File: src/strap_map.svh
`ifndef STRAP_MAP_SVH
`define STRAP_MAP_SVH

// ----------------------------------------
// timing
// ----------------------------------------
`define CLK_FREQ_HZ 200000000
`define TICK_PERIOD_US 1000
`define TICK_CYCLES_DEF ((`CLK_FREQ_HZ / 1000000) * `TICK_PERIOD_US)
`define STORE_HOLD_MS 1000

// ----------------------------------------
// dwell periods in milliseconds, by index
// ----------------------------------------
`define DWELL0_MS 20'h000c8
`define DWELL1_MS 20'h003e8
`define DWELL2_MS 20'h007d0
`define DWELL3_MS 20'h01388
`define DWELL4_MS 20'h02710
`define DWELL5_MS 20'h07530
`define DWELL6_MS 20'h0ea60
`define DWELL7_MS 20'h1d4c0
`define DWELL8_MS 20'h493e0
`define DWELL9_MS 20'h927c0

// ----------------------------------------
// level pad codes and settings
// ----------------------------------------
`define LVL_2K7 3'h0
`define LVL_6K8 3'h1
`define LVL_GND 3'h2
`define LVL_15K 3'h3
`define LVL_39K 3'h4
`define SENS_DEFAULT 3'h2
`define SENS_MAX 3'h4
`define DWELL_DEFAULT 4'h1
`define DWELL_SHORTEST 4'h0
`define DWELL_MAX 4'h9
`define MODE_RETRIG 1'b0
`define MODE_SINGLE 1'b1

// ----------------------------------------
// register map
// ----------------------------------------
`define REG_CTRL 8'h00
`define REG_STATUS 8'h04
`define CTRL_MOTION_EN_BIT 0
`define CTRL_RESET 1'b1

`endif

File: src/strap_pkg.sv
package strap_pkg;
`include "strap_map.svh"

    typedef logic [2:0] level_code_t;

    typedef struct packed {
        logic mode;
        logic [3:0] dwell;
        logic [2:0] sens;
    } settings_t;

    typedef enum logic [1:0] {
        ST_IDLE = 2'b00,
        ST_HOLD = 2'b01,
        ST_ARMED = 2'b10
    } store_state_t;

    typedef enum logic [1:0] {
        T_OFF = 2'b00,
        T_ON = 2'b01,
        T_LOCK = 2'b10
    } timer_state_t;

    localparam settings_t SETTINGS_DEFAULT =
        '{`MODE_RETRIG, `DWELL_DEFAULT, `SENS_DEFAULT};

    function automatic logic [19:0] dwell_ms(input logic [3:0] idx);
        logic [19:0] ms;
        ms = `DWELL1_MS;
        case (idx)
            4'h0: ms = `DWELL0_MS;
            4'h2: ms = `DWELL2_MS;
            4'h3: ms = `DWELL3_MS;
            4'h4: ms = `DWELL4_MS;
            4'h5: ms = `DWELL5_MS;
            4'h6: ms = `DWELL6_MS;
            4'h7: ms = `DWELL7_MS;
            4'h8: ms = `DWELL8_MS;
            4'h9: ms = `DWELL9_MS;
            default: ms = `DWELL1_MS;
        endcase
        return ms;
    endfunction
endpackage

File: src/settings_if.sv
`timescale 1ns/1ps
interface settings_if;
    import strap_pkg::*;
    logic tick;
    logic motion;
    logic mode;
    logic [3:0] dwell;
    logic active;

    modport cfg(input tick, input active,
        output motion, output mode, output dwell);
    modport ticker(output tick);
    modport timer(input tick, input motion, input mode, input dwell,
        output active);
endinterface

File: src/ms_tick_divider.sv
`timescale 1ns/1ps
`include "strap_map.svh"
module ms_tick_divider #(
    parameter int unsigned TICK_CYCLES = `TICK_CYCLES_DEF
) (
    input wire logic i_clk,
    input wire logic i_rst_b,
    settings_if.ticker bus
);
    localparam int W = $clog2(TICK_CYCLES);

    logic [W-1:0] cnt_reg;
    logic tick_reg;

    if (TICK_CYCLES < 2)
    begin : g_bad_tick
        $error("TICK_CYCLES must be at least 2");
    end

    // ----------------------------------------
    // one-cycle pulse every tick period
    // ----------------------------------------
    always_ff @(posedge i_clk or negedge i_rst_b)
    begin
        if (!i_rst_b)
        begin
            cnt_reg <= '0;
            tick_reg <= 1'b0;
        end
        else
        begin
            tick_reg <= (cnt_reg == W'(TICK_CYCLES - 1));
            cnt_reg <= (cnt_reg == W'(TICK_CYCLES - 1)) ? '0 :
                cnt_reg + W'(1);
        end
    end

    assign bus.tick = tick_reg;
endmodule

File: src/dwell_output_timer.sv
`timescale 1ns/1ps
`include "strap_map.svh"
module dwell_output_timer
    import strap_pkg::*;
(
    input wire logic i_clk,
    input wire logic i_rst_b,
    settings_if.timer bus
);
    timer_state_t t_st;
    logic [19:0] cnt_reg;
    logic [19:0] limit;
    logic retrig_hit;
    logic expire;

    assign limit = dwell_ms(bus.dwell);
    assign retrig_hit = bus.motion && (bus.mode == `MODE_RETRIG) &&
        (bus.dwell != `DWELL_SHORTEST);
    assign expire = bus.tick && (cnt_reg >= limit - 20'h1);

    // ----------------------------------------
    // output state machine
    // ----------------------------------------
    always_ff @(posedge i_clk or negedge i_rst_b)
    begin
        if (!i_rst_b)
        begin
            t_st <= T_OFF;
            cnt_reg <= '0;
        end
        else
        begin
            unique case (t_st)
                T_OFF:
                begin
                    cnt_reg <= '0;
                    if (bus.motion)
                        t_st <= T_ON;
                end
                T_ON:
                begin
                    if (retrig_hit)
                        cnt_reg <= '0;
                    else if (expire)
                    begin
                        cnt_reg <= '0;
                        t_st <= (bus.mode == `MODE_SINGLE) ? T_LOCK :
                            T_OFF;
                    end
                    else if (bus.tick)
                        cnt_reg <= cnt_reg + 20'h1;
                end
                T_LOCK:
                begin
                    if (!bus.motion)
                        t_st <= T_OFF;
                end
                default: t_st <= T_OFF;
            endcase
        end
    end

    assign bus.active = (t_st == T_ON);

    // ----------------------------------------
    // checks
    // ----------------------------------------
    chk_retrig_restart: assert property (@(posedge i_clk)
        disable iff (!i_rst_b)
        (t_st == T_ON && retrig_hit) |=> (cnt_reg == 20'h0 && bus.active))
        else $error("retrigger did not restart dwell");
    chk_short_no_retrig: assert property (@(posedge i_clk)
        disable iff (!i_rst_b)
        (t_st == T_ON && bus.dwell == `DWELL_SHORTEST && bus.tick &&
        !expire) |=> cnt_reg == $past(cnt_reg) + 20'h1)
        else $error("shortest dwell restarted");
    chk_single_lockout: assert property (@(posedge i_clk)
        disable iff (!i_rst_b)
        (t_st == T_ON && expire && !retrig_hit &&
        bus.mode == `MODE_SINGLE) |=> !bus.active ##1 (!bus.active ||
        !$past(bus.motion)))
        else $error("single event output not locked out");
    chk_idle_low: assert property (@(posedge i_clk)
        disable iff (!i_rst_b)
        (t_st != T_ON && !bus.motion) |=> !bus.active)
        else $error("output high without motion");
endmodule

File: src/strap_setting_programmer.sv
`timescale 1ns/1ps
`include "strap_map.svh"
module strap_setting_programmer
    import strap_pkg::*;
#(
    parameter int unsigned TICK_CYCLES = `TICK_CYCLES_DEF
) (
    input wire logic i_clk,
    input wire logic i_rst_b,
    input wire logic i_select_pad_a_b,
    input wire logic i_select_pad_b_b,
    input wire logic i_store_pad_b,
    input wire logic [2:0] i_level_code,
    input wire logic i_motion,
    input wire logic i_nv_load,
    input wire logic [7:0] i_nv_word,
    output logic o_nv_write,
    output logic [7:0] o_nv_word,
    output logic o_motion_out,
    input wire logic i_hsel,
    input wire logic [31:0] i_haddr,
    input wire logic [1:0] i_htrans,
    input wire logic i_hwrite,
    input wire logic [2:0] i_hsize,
    input wire logic [31:0] i_hwdata,
    input wire logic i_hready,
    output logic [31:0] o_hrdata,
    output logic o_hreadyout,
    output logic o_hresp
);
    settings_if bus();

    // ----------------------------------------
    // pad synchronisers
    // ----------------------------------------
    logic [5:0] pin_raw;
    logic [5:0] sync1_reg;
    logic [5:0] sync2_reg;

    assign pin_raw = {i_level_code, i_store_pad_b, i_select_pad_b_b,
        i_select_pad_a_b};

    for (genvar g = 0; g < 6; g++)
    begin : g_sync
        always_ff @(posedge i_clk or negedge i_rst_b)
        begin
            if (!i_rst_b)
            begin
                sync1_reg[g] <= 1'b1;
                sync2_reg[g] <= 1'b1;
            end
            else
            begin
                sync1_reg[g] <= pin_raw[g];
                sync2_reg[g] <= sync1_reg[g];
            end
        end
    end

    logic a_gnd;
    logic b_gnd;
    logic store_low;
    level_code_t level_now;

    assign a_gnd = !sync2_reg[0];
    assign b_gnd = !sync2_reg[1];
    assign store_low = !sync2_reg[2];
    assign level_now = sync2_reg[5:3];

    // ----------------------------------------
    // store pad hold and release
    // ----------------------------------------
    store_state_t st_reg;
    logic [9:0] hold_ms_reg;
    logic commit;

    always_ff @(posedge i_clk or negedge i_rst_b)
    begin
        if (!i_rst_b)
        begin
            st_reg <= ST_IDLE;
            hold_ms_reg <= '0;
        end
        else
        begin
            unique case (st_reg)
                ST_IDLE:
                begin
                    hold_ms_reg <= '0;
                    if (store_low)
                        st_reg <= ST_HOLD;
                end
                ST_HOLD:
                begin
                    if (!store_low)
                        st_reg <= ST_IDLE;
                    else if (bus.tick)
                    begin
                        if (hold_ms_reg == 10'(`STORE_HOLD_MS - 1))
                            st_reg <= ST_ARMED;
                        else
                            hold_ms_reg <= hold_ms_reg + 10'h1;
                    end
                end
                ST_ARMED:
                begin
                    if (!store_low)
                        st_reg <= ST_IDLE;
                end
                default: st_reg <= ST_IDLE;
            endcase
        end
    end

    assign commit = (st_reg == ST_ARMED) && !store_low;

    // ----------------------------------------
    // strap capture at acceptance
    // ----------------------------------------
    logic lat_a_reg;
    logic lat_b_reg;
    level_code_t lat_level_reg;

    always_ff @(posedge i_clk or negedge i_rst_b)
    begin
        if (!i_rst_b)
        begin
            lat_a_reg <= 1'b0;
            lat_b_reg <= 1'b0;
            lat_level_reg <= `LVL_GND;
        end
        else if (st_reg == ST_HOLD && store_low && bus.tick &&
            hold_ms_reg == 10'(`STORE_HOLD_MS - 1))
        begin
            lat_a_reg <= a_gnd;
            lat_b_reg <= b_gnd;
            lat_level_reg <= level_now;
        end
    end

    // ----------------------------------------
    // strap decode
    // ----------------------------------------
    settings_t set_reg;
    settings_t set_next;
    logic cmd_ok;

    always_comb
    begin
        set_next = set_reg;
        cmd_ok = 1'b1;
        unique case ({lat_a_reg, lat_b_reg})
            2'b00:
            begin
                if (lat_level_reg <= `SENS_MAX)
                    set_next.sens = lat_level_reg;
                else
                    cmd_ok = 1'b0;
            end
            2'b10:
            begin
                unique case (lat_level_reg)
                    `LVL_2K7: set_next.dwell = 4'h0;
                    `LVL_GND: set_next.dwell = 4'h1;
                    `LVL_6K8: set_next.dwell = 4'h2;
                    `LVL_15K: set_next.dwell = 4'h3;
                    `LVL_39K: set_next.dwell = 4'h4;
                    default: cmd_ok = 1'b0;
                endcase
            end
            2'b01:
            begin
                unique case (lat_level_reg)
                    `LVL_GND: set_next.dwell = 4'h5;
                    `LVL_2K7: set_next.dwell = 4'h6;
                    `LVL_6K8: set_next.dwell = 4'h7;
                    `LVL_15K: set_next.dwell = 4'h8;
                    `LVL_39K: set_next.dwell = 4'h9;
                    default: cmd_ok = 1'b0;
                endcase
            end
            2'b11:
            begin
                unique case (lat_level_reg)
                    `LVL_2K7: set_next.mode = `MODE_RETRIG;
                    `LVL_6K8: set_next.mode = `MODE_SINGLE;
                    `LVL_GND: set_next = SETTINGS_DEFAULT;
                    default: cmd_ok = 1'b0;
                endcase
            end
        endcase
    end

    // ----------------------------------------
    // settings and storage write-back
    // ----------------------------------------
    logic nv_ok;
    logic nv_write_reg;
    logic [7:0] nv_word_reg;

    assign nv_ok = (i_nv_word[2:0] <= `SENS_MAX) &&
        (i_nv_word[6:3] <= `DWELL_MAX);

    always_ff @(posedge i_clk or negedge i_rst_b)
    begin
        if (!i_rst_b)
            set_reg <= SETTINGS_DEFAULT;
        else if (commit && cmd_ok)
            set_reg <= set_next;
        else if (i_nv_load)
            set_reg <= nv_ok ? settings_t'(i_nv_word) :
                SETTINGS_DEFAULT;
    end

    always_ff @(posedge i_clk or negedge i_rst_b)
    begin
        if (!i_rst_b)
        begin
            nv_write_reg <= 1'b0;
            nv_word_reg <= SETTINGS_DEFAULT;
        end
        else
        begin
            nv_write_reg <= commit && cmd_ok;
            if (commit && cmd_ok)
                nv_word_reg <= set_next;
        end
    end

    assign o_nv_write = nv_write_reg;
    assign o_nv_word = nv_word_reg;

    // ----------------------------------------
    // register bus slave
    // ----------------------------------------
    logic aphase;
    logic dp_wr_reg;
    logic [7:0] dp_addr_reg;
    logic ctrl_reg;
    logic ctrl_view;
    logic [31:0] rdata_reg;
    logic [31:0] status_word;

    assign aphase = i_hsel && i_hready && i_htrans[1];
    assign ctrl_view = (dp_wr_reg && dp_addr_reg == `REG_CTRL) ?
        i_hwdata[`CTRL_MOTION_EN_BIT] : ctrl_reg;
    assign status_word = {21'h0, bus.active, st_reg, set_reg};

    always_ff @(posedge i_clk or negedge i_rst_b)
    begin
        if (!i_rst_b)
        begin
            dp_wr_reg <= 1'b0;
            dp_addr_reg <= '0;
        end
        else
        begin
            dp_wr_reg <= aphase && i_hwrite;
            dp_addr_reg <= {i_haddr[7:2], 2'b00};
        end
    end

    always_ff @(posedge i_clk or negedge i_rst_b)
    begin
        if (!i_rst_b)
            ctrl_reg <= `CTRL_RESET;
        else if (dp_wr_reg && dp_addr_reg == `REG_CTRL)
            ctrl_reg <= i_hwdata[`CTRL_MOTION_EN_BIT];
    end

    always_ff @(posedge i_clk or negedge i_rst_b)
    begin
        if (!i_rst_b)
            rdata_reg <= '0;
        else if (aphase && !i_hwrite)
        begin
            unique case ({i_haddr[7:2], 2'b00})
                `REG_CTRL: rdata_reg <= {31'h0, ctrl_view};
                `REG_STATUS: rdata_reg <= status_word;
                default: rdata_reg <= '0;
            endcase
        end
    end

    assign o_hrdata = rdata_reg;
    assign o_hreadyout = 1'b1;
    assign o_hresp = 1'b0;

    // ----------------------------------------
    // timing and output
    // ----------------------------------------
    assign bus.motion = i_motion && ctrl_reg;
    assign bus.mode = set_reg.mode;
    assign bus.dwell = set_reg.dwell;

    ms_tick_divider #(.TICK_CYCLES(TICK_CYCLES)) u_div (
        .i_clk(i_clk),
        .i_rst_b(i_rst_b),
        .bus(bus.ticker)
    );

    dwell_output_timer u_timer (
        .i_clk(i_clk),
        .i_rst_b(i_rst_b),
        .bus(bus.timer)
    );

    assign o_motion_out = bus.active;

    // ----------------------------------------
    // checks
    // ----------------------------------------
    chk_short_store: assert property (@(posedge i_clk)
        disable iff (!i_rst_b)
        (st_reg == ST_HOLD && !store_low && !i_nv_load) |=>
        (!o_nv_write && $stable(set_reg)))
        else $error("short store changed settings");
    chk_commit_write: assert property (@(posedge i_clk)
        disable iff (!i_rst_b)
        (commit && cmd_ok) |=> (o_nv_write && set_reg == $past(set_next)))
        else $error("accepted store not committed");
    chk_arm_after_hold: assert property (@(posedge i_clk)
        disable iff (!i_rst_b)
        (st_reg != ST_ARMED ##1 st_reg == ST_ARMED) |->
        $past(hold_ms_reg) == 10'(`STORE_HOLD_MS - 1))
        else $error("store armed before full hold");
    chk_restore_all: assert property (@(posedge i_clk)
        disable iff (!i_rst_b)
        (commit && lat_a_reg && lat_b_reg && lat_level_reg == `LVL_GND)
        |=> set_reg == SETTINGS_DEFAULT)
        else $error("restore did not set defaults");
    chk_single_setting: assert property (@(posedge i_clk)
        disable iff (!i_rst_b)
        (commit && !lat_a_reg && !lat_b_reg) |=>
        ($stable(set_reg.dwell) && $stable(set_reg.mode)))
        else $error("sensitivity store touched other settings");
    chk_hold_settings: assert property (@(posedge i_clk)
        disable iff (!i_rst_b)
        (!(commit && cmd_ok) && !i_nv_load) |=> $stable(set_reg))
        else $error("settings changed without a store");
endmodule

File: config.mk
export PLATFORM = sky130hd
export DESIGN_NAME = strap_setting_programmer
export DESIGN_NICKNAME = d
export VERILOG_FILES = /design/src/strap_pkg.sv /design/src/settings_if.sv /design/src/ms_tick_divider.sv /design/src/dwell_output_timer.sv /design/src/strap_setting_programmer.sv
export VERILOG_INCLUDE_DIRS = /design/src
export SDC_FILE = /design/constraint.sdc
export NUM_CORES = 1
export LEC_CHECK = 0
export BUFFER_PORTS_ARGS = -buffer_cell sky130_fd_sc_hd__buf_2
export CORE_MARGIN = 2
export CORE_UTILIZATION = 35
export DETAILED_ROUTE_END_ITERATION = 8
export GPL_TIMING_DRIVEN = 0
export PLACE_DENSITY = 0.59
export SYNTH_ARGS = -nofsm -noshare
export SYNTH_HDL_FRONTEND = slang
export SYNTH_SLANG_ARGS = --single-unit
File: constraint.sdc
create_clock -name i_clk -period 8.8 [get_ports i_clk]
set_clock_uncertainty 0.05 [all_clocks]
set_input_delay 0.88 -clock i_clk [delete_from_list [all_inputs] [get_ports i_clk]]
set_output_delay 0.88 -clock i_clk [all_outputs]
set_load 0.05 [all_outputs]
==> metrics.cfg, run 1 <==
[logic_synthesis]
post_synth_num_cell_types=70
synth-edff-count=0
yosys_warnings=0
ys_ff_latch=106
synth_cells=616
ys_async_sr_fraction_pct=100
syn_avg_cell_area_sq_um=9.55
ys_seq_area_share_pct=45.5
synthFlopType=dfrtp_1
netlist_area_sq_um=5880

[timing]
drv_slew=0
setup-violations-final=0
finalCritPeriodShare_pct=52.1
hold_ws_ns=0.306
tightest_slew_ns=0.941
slew_headroom_pct=36.8
fin_setup_tns_ns=0
finalHoldViolations=0
finalCriticalPeriod_ns=4.58
rsz0062_at_grt=no
fmax_ghz=0.218

[route]
wire_per_inst_um=14.4
final_antenna_net_count=0
vias_per_cell=5.08
vias=4698
drc=0
firstDrtPassIters=4
drt-met1-wl_mm=6.10
highest_layer=met4
wirelength_mm=13.3
route.met3.wl_um=483
first_iter_violations=313
wl_met2_mm=6.45

[finish]
fillerInstances=1583
area_delta_synth_final_pct=15.3
largest_register_ffs=20
fin_cells=924
final_area_sq_um=6780
final_util_pct=41.0
finalNetCount=822
drive_gt1_share_pct=17.6
diodes=0

[grt]
grt_usage_pct=15.8
grt-ovfl-total=0
grt_pass1_vias=4581
grt_max_degree=69
antenna_found_initial=0
grt_pass1_wl_mm=22.7

[cts]
clockBufferDepth=2
post-cts-setup-buffers=0
clkTransAtPathRegs_ns=0.07
cts-resized-gates=0
h-tree-depth=3
clock_latency_ns=0.35
clock-sinks=106
cts-hold-fix-buffers=0
cts_tree=built
numCtsBuffers=9
clockRootBuffer=clkbuf_16

[worst_hold_path]
worstHoldPathType=reg -> reg
hold_path_startpoint=sync1_reg[4]$_DFF_PN1_
whs_path_depth=0
holdPathEnd=level_now[1]$_DFF_PN1_

[setup_path]
critPathRequiredTime_ns=9.03
r2r_slack_ns=4.22
startpoint=bus.dwell[3]$_DFFE_PN0P_
endpoint_kind=flop
path_max_fanout=10
timing.rr.start=bus.dwell[3]$_DFFE_PN0P_
worstSetupPathType=reg -> reg
ff2ff_path_depth=17
critPathLaunchType=flop
critPathArrivalTime_ns=4.81
reg2reg_to=u_timer.cnt_reg[9]$_DFFE_PN0P_

[floorplanning]
core_sq_um=16500
io_pins=134
start_util_pct=35.6
die_h_um=134
dieArea_sq_um=17900
fp.dieW_um=134
rows=47

[power_and_ir_drop]
ir_drop_uv=127
power_leakage_nw=3.15
p_per_area_nw_per_um2=153

[place]
dp.cells=908
io_buffers=49
place_congestion=0.928
hpwl_mm=10.0
dpl_cell_area_sq_um=6510

[run_status]
status=complete, no violations

[job]
drv_cap=0

[routing by layer]
metal / vias to the layer above / GRT usage (%)
li1: 2313 / -
met1: 2264 / 20.7
met2: 103 / 25.2
met3: 18 / 3.35
met4: 0 / 6.74
met5: - / 0
[per-stage QoR]
stage | power, mW | setup WS [ns]
2_1_floorplan | 0.628 | 4.83
3_3_place_gp | 0.666 | 4.36
3_5_place_dp | 0.673 | 4.21
4_1_cts | 1.05 | 4.20
5_1_grt | 1.09 | 3.83
6_report | 1.03 | 4.22
[kinds of logic after synthesis]
logic type	share of synthesized area (%)
mux	1.98
xor+xnor	3.13
other cells	0.128
fa+ha+maj	7.02
simple gates	20.3
flops	45.5
buf+inv	5.77
compound gates	16.2
[cell usage in the layout (no fill, tap or decap), types with 6 or more instances in the layout]
cell type  netlist  layout
dfrtp_1         88      88
nor2_1          58      58
nand2_1         57      57
buf_2            1      49
a21oi_1         41      41
o21ai_0         41      41
ha_1            33      33
conb_1           2      24
buf_4           23      24
nand3_1         23      23
inv_1           20      20
dfstp_2         18      18
clkbuf_1        17      17
and3_1          12      12
a22o_1          12      12
xor2_1          11      11
xnor2_1         10      10
nor2b_1          9       9
nor3_1           9       9
nand4_1          9       9
clkbuf_16        0       9
or3_1            7       7
and2_1           7       7
or4_1            7       7
mux2i_1          6       6
and4_1           6       6
[cell type report]
cell class / instances / area (sq um) / share of cell area (%)
inverters: 21 / 78.8 / 1.16
well taps: 220 / 275 / 4.06
clock buffers: 9 / 225 / 3.32
repair buffers: 50 / 275 / 4.06
flip-flops and latches: 106 / 2680 / 39.4
plain buffers: 44 / 260 / 3.84
multi-input cells: 467 / 2950 / 43.5
clock inverters: 7 / 42.5 / 0.627
[cells in the mapped netlist, drive strengths merged, types with 6 or more instances]
| cell type | count | area (sq um) |
|---|---|---|
| a21oi | 41 | 205 |
| a22o | 12 | 105 |
| a31oi | 6 | 43.8 |
| and2 | 7 | 43.8 |
| and3 | 12 | 75.1 |
| and4 | 7 | 63.8 |
| buf | 27 | 196 |
| clkbuf | 17 | 63.8 |
| dfrtp | 88 | 2200 |
| dfstp | 18 | 473 |
| ha | 33 | 413 |
| inv | 20 | 75.1 |
| mux2i | 6 | 60.1 |
| nand2 | 57 | 214 |
| nand3 | 23 | 115 |
| nand4 | 9 | 56.3 |
| nor2 | 58 | 218 |
| nor2b | 9 | 56.3 |
| nor3 | 9 | 45.0 |
| nor3b | 6 | 56.3 |
| o21ai | 43 | 215 |
| or3 | 7 | 43.8 |
| or4 | 7 | 52.6 |
| xnor2 | 10 | 87.6 |
| xor2 | 11 | 96.3 |
[worst max-delay path by stage]
stage                                      to  slack, ns  cells after the start
3_3_place_gp   u_timer.cnt_reg[9]$_DFFE_PN0P_       4.36                     17
6_report       u_timer.cnt_reg[9]$_DFFE_PN0P_       4.22                     17
2_1_floorplan  u_timer.cnt_reg[9]$_DFFE_PN0P_       4.83                     18
4_1_cts        u_timer.cnt_reg[9]$_DFFE_PN0P_       4.20                     17
5_1_grt        u_timer.cnt_reg[9]$_DFFE_PN0P_       3.83                     17
3_5_place_dp   u_timer.cnt_reg[9]$_DFFE_PN0P_       4.21                     17
[where the power goes]
part           internal (mW)  total [mW]  switching, mW
Combinational         0.0506       0.140         0.0897
Sequential             0.506       0.523         0.0171
Clock                  0.191       0.371          0.180
Total                  0.748        1.03          0.287
[critical path: stages (launching register included)]
cell	delay (ns)
dfrtp_1	0.36
clkbuf_1	0.35
buf_1	0.42
o31a_1	0.20
ha_1	0.14
inv_1	0.07
a2111oi_0	0.49
xnor2_1	0.12
a21oi_1	0.16
nor2_1	0.06
ha_1	0.32
a21oi_1	0.13
o21ai_1	0.12
a2111oi_4	0.49
o221ai_2	0.27
buf_6	0.20
or4_1	0.47
o21ai_1	0.08
No activity file was read; power rests on OpenSTA's default activity.
==> run 2: changes to the inputs <==
--- a/config.mk
+++ b/config.mk
@@ -6,12 +6,13 @@
 export SDC_FILE = /design/constraint.sdc
 export NUM_CORES = 1
 export LEC_CHECK = 0
+export ABC_AREA = 1
 export BUFFER_PORTS_ARGS = -buffer_cell sky130_fd_sc_hd__buf_2
 export CORE_MARGIN = 2
 export CORE_UTILIZATION = 35
 export DETAILED_ROUTE_END_ITERATION = 8
 export GPL_TIMING_DRIVEN = 0
-export PLACE_DENSITY = 0.59
+export PLACE_DENSITY = 0.6
 export SYNTH_ARGS = -nofsm -noshare
 export SYNTH_HDL_FRONTEND = slang
 export SYNTH_SLANG_ARGS = --single-unit
==> constraint.sdc (replaced) <==
create_clock -name i_clk -period 4.2 [get_ports i_clk]
set_clock_uncertainty 0.05 [all_clocks]
set_input_delay 0.42 -clock i_clk [delete_from_list [all_inputs] [get_ports i_clk]]
set_output_delay 0.42 -clock i_clk [all_outputs]
set_load 0.05 [all_outputs]
==> metrics.cfg, run 2 <==
[setup_path]
critPathMaxStageDelay_ns=0.59
critPathRequiredTime_ns=4.39
endpoint_kind=flop
path_buf_inv=3
crit_path_top_delay_cell=dfstp_2
worstSetupPathType=reg -> reg
crit_chain=inv_1 -> ha_1 -> nor2_1 -> o22ai_1 -> ha_1 -> nand2_1 -> xor2_1 -> inv_1 -> ha_1 -> nand2_1 -> nor2_1 -> nand2_1 -> nand3b_1 -> nand3_1 -> nand2_1 -> nand2_2 -> buf_4 -> a21oi_2
critPathLaunchType=flop
path_max_fanout=10
critPathArrivalTime_ns=3.68
crit_top_cell=nand2_1
path_delay_family=simple AND/OR/NAND/NOR gates

[finish]
fin_cells=1083
diodes=0
largest_register_ffs=20
mostFrequentLayoutCells=181 x nand2_1, 95 x inv_1, 88 x dfrtp_1, 75 x nor2_1, 49 x buf_2
drive_gt1_share_pct=18.4
final_common_cell=nand2_1
area_delta_synth_final_pct=15.4
ff_latch_area_sq_um=2680
multi_input_area_sq_um=3030
finalNetCount=976
fillerInstances=1768

[place]
hpwl_mm=10.5
io_buffers=49
place_ws_ns=0.715
place_congestion=0.881
dp.cells=1067

[logic_synthesis]
synth_top_area_cell=dfrtp_1
synth_area_leaders=dfrtp_1 35%, nand2_1 11%, dfstp_2 7.6%
yosys_warnings=0
ys_seq_area_share_pct=42.8
synth-edff-count=0
synth_most_common_cell=nand2_1
ys_async_sr_fraction_pct=100
synthFlopType=dfrtp_1
syn_avg_cell_area_sq_um=8.12
netlist_area_sq_um=6250
synthTopCellsByCount=181 x nand2_1, 95 x inv_1, 88 x dfrtp_1, 75 x nor2_1, 39 x o21ai_0
synth_top_area_share_pct=35.2
synth_cells=770
post_synth_num_cell_types=50
ys_ff_latch=106

[timing]
fmax_ghz=0.286
tightest_slew_ns=0.689
hold_ws_ns=0.0400
drv_slew=0
finalCriticalPeriod_ns=3.49
rsz0062_at_grt=no
finalHoldViolations=0
fin_setup_tns_ns=0
timing.final.ws_setup_ns=0.706
slew_headroom_pct=54.1
setup-violations-final=0
finalCritPeriodShare_pct=83.2

[power_and_ir_drop]
p_per_area_nw_per_um2=324
ir_drop_uv=193
power_leakage_nw=3.55
finalPower_mw=2.34

[grt]
grt_max_degree=57
grt_usage_pct=15.5
antenna_found_initial=0
grt-ovfl-total=0
grt_pass1_vias=4764
grt_pass1_wl_mm=22.9

[floorplanning]
start_util_pct=36.0
die_h_um=138
core_sq_um=17400
rows=48
dieArea_sq_um=19000
fp.dieW_um=138
io_pins=134

[cts]
h-tree-depth=3
cts_tree=built
clockRootBuffer=clkbuf_16
clkTransAtPathRegs_ns=0.08
cts-hold-fix-buffers=0
clock_latency_ns=0.36
post-cts-setup-buffers=0
numCtsBuffers=9
cts-resized-gates=0
clock-sinks=106
clockBufferDepth=2

[route]
vias=4986
wirelength_mm=13.7
wire_per_inst_um=12.6
vias_per_cell=4.60
first_iter_violations=346
firstDrtPassIters=5
drc=0
final_antenna_net_count=0

[run_status]
status=complete, no violations

[worst_hold_path]
worstHoldPathType=in -> async

[job]
drv_cap=0

==> run 2: cell types whose count changed after synthesis, sizes merged, moves of 11 or more <==
| cell | previous run | this run |
|---|---|---|
| nand2 | 57 | 188 |
| nand3 | 23 | 39 |
| nor2 | 58 | 85 |
| inv | 20 | 101 |
| clkbuf | 17 | 3 |
| and3 | 12 | 1 |
| a22o | 12 | 0 |
==> run 2: power by group <==
part / internal (mW) / switching, mW
registers: 1.06 / 0.0281
logic: 0.101 / 0.217
clock network: 0.532 / 0.405
==> run 2: final cells by class <==
type / count / share of cell area (%)
Multi-Input combinational cell: 552 / 42.0
Sequential cell: 106 / 37.1
Inverter: 101 / 5.29
Tap cell: 225 / 3.90
Timing Repair Buffer: 50 / 3.81
Buffer: 33 / 3.45
Clock buffer: 10 / 3.17
Clock inverter: 6 / 1.33
==> run 2: final timing paths <==
path                                                from                               to  slack, ns  cells past startpoint
worst max register to register  bus.dwell[0]$_DFFE_PN1P_   u_timer.cnt_reg[9]$_DFFE_PN0P_       0.71                     18
worst min-delay path                             i_rst_b  u_timer.cnt_reg[14]$_DFFE_PN0P_       0.04                      1
worst min register to register    sync1_reg[4]$_DFF_PN1_           level_now[1]$_DFF_PN1_       0.31                      0
worst max-delay path            bus.dwell[0]$_DFFE_PN1P_   u_timer.cnt_reg[9]$_DFFE_PN0P_       0.71                     18
max in group asynchronous                        i_rst_b           sync1_reg[1]$_DFF_PN1_       3.30                      2
min in group i_clk                         i_store_pad_b           sync1_reg[2]$_DFF_PN1_       0.11                      1
==> run 2: through the flow <==
step	cell area [sq um]	utilization, %
2_1_floorplan	6340	-
3_3_place_gp	6860	39.5
3_5_place_dp	6890	39.7
4_1_cts	7220	41.6
5_1_grt	7220	41.6
6_report	7220	41.6
==> run 2: kinds of logic (layout without fill, tap and decap cells) <==
family,Yosys count,in the layout,share of synthesized area (%)
AO/OA/AOI/OAI,106,106,10.6
XOR/XNOR,29,29,4.06
adder cells (fa/ha/maj),33,33,6.60
buffers and inverters,134,200,10.1
flip-flops,106,106,42.8
other,2,24,0.120
AND/OR/NAND/NOR,360,360,25.7
==> run 2: metal layers <==
metal	track usage, %	part of all wire [%]	up-vias
met3	3.02	3.2	11
met5	0	0	-
li1	-	-	2611
met1	20.7	49	2283
met2	25.3	47	81
met4	4.81	1.1	0
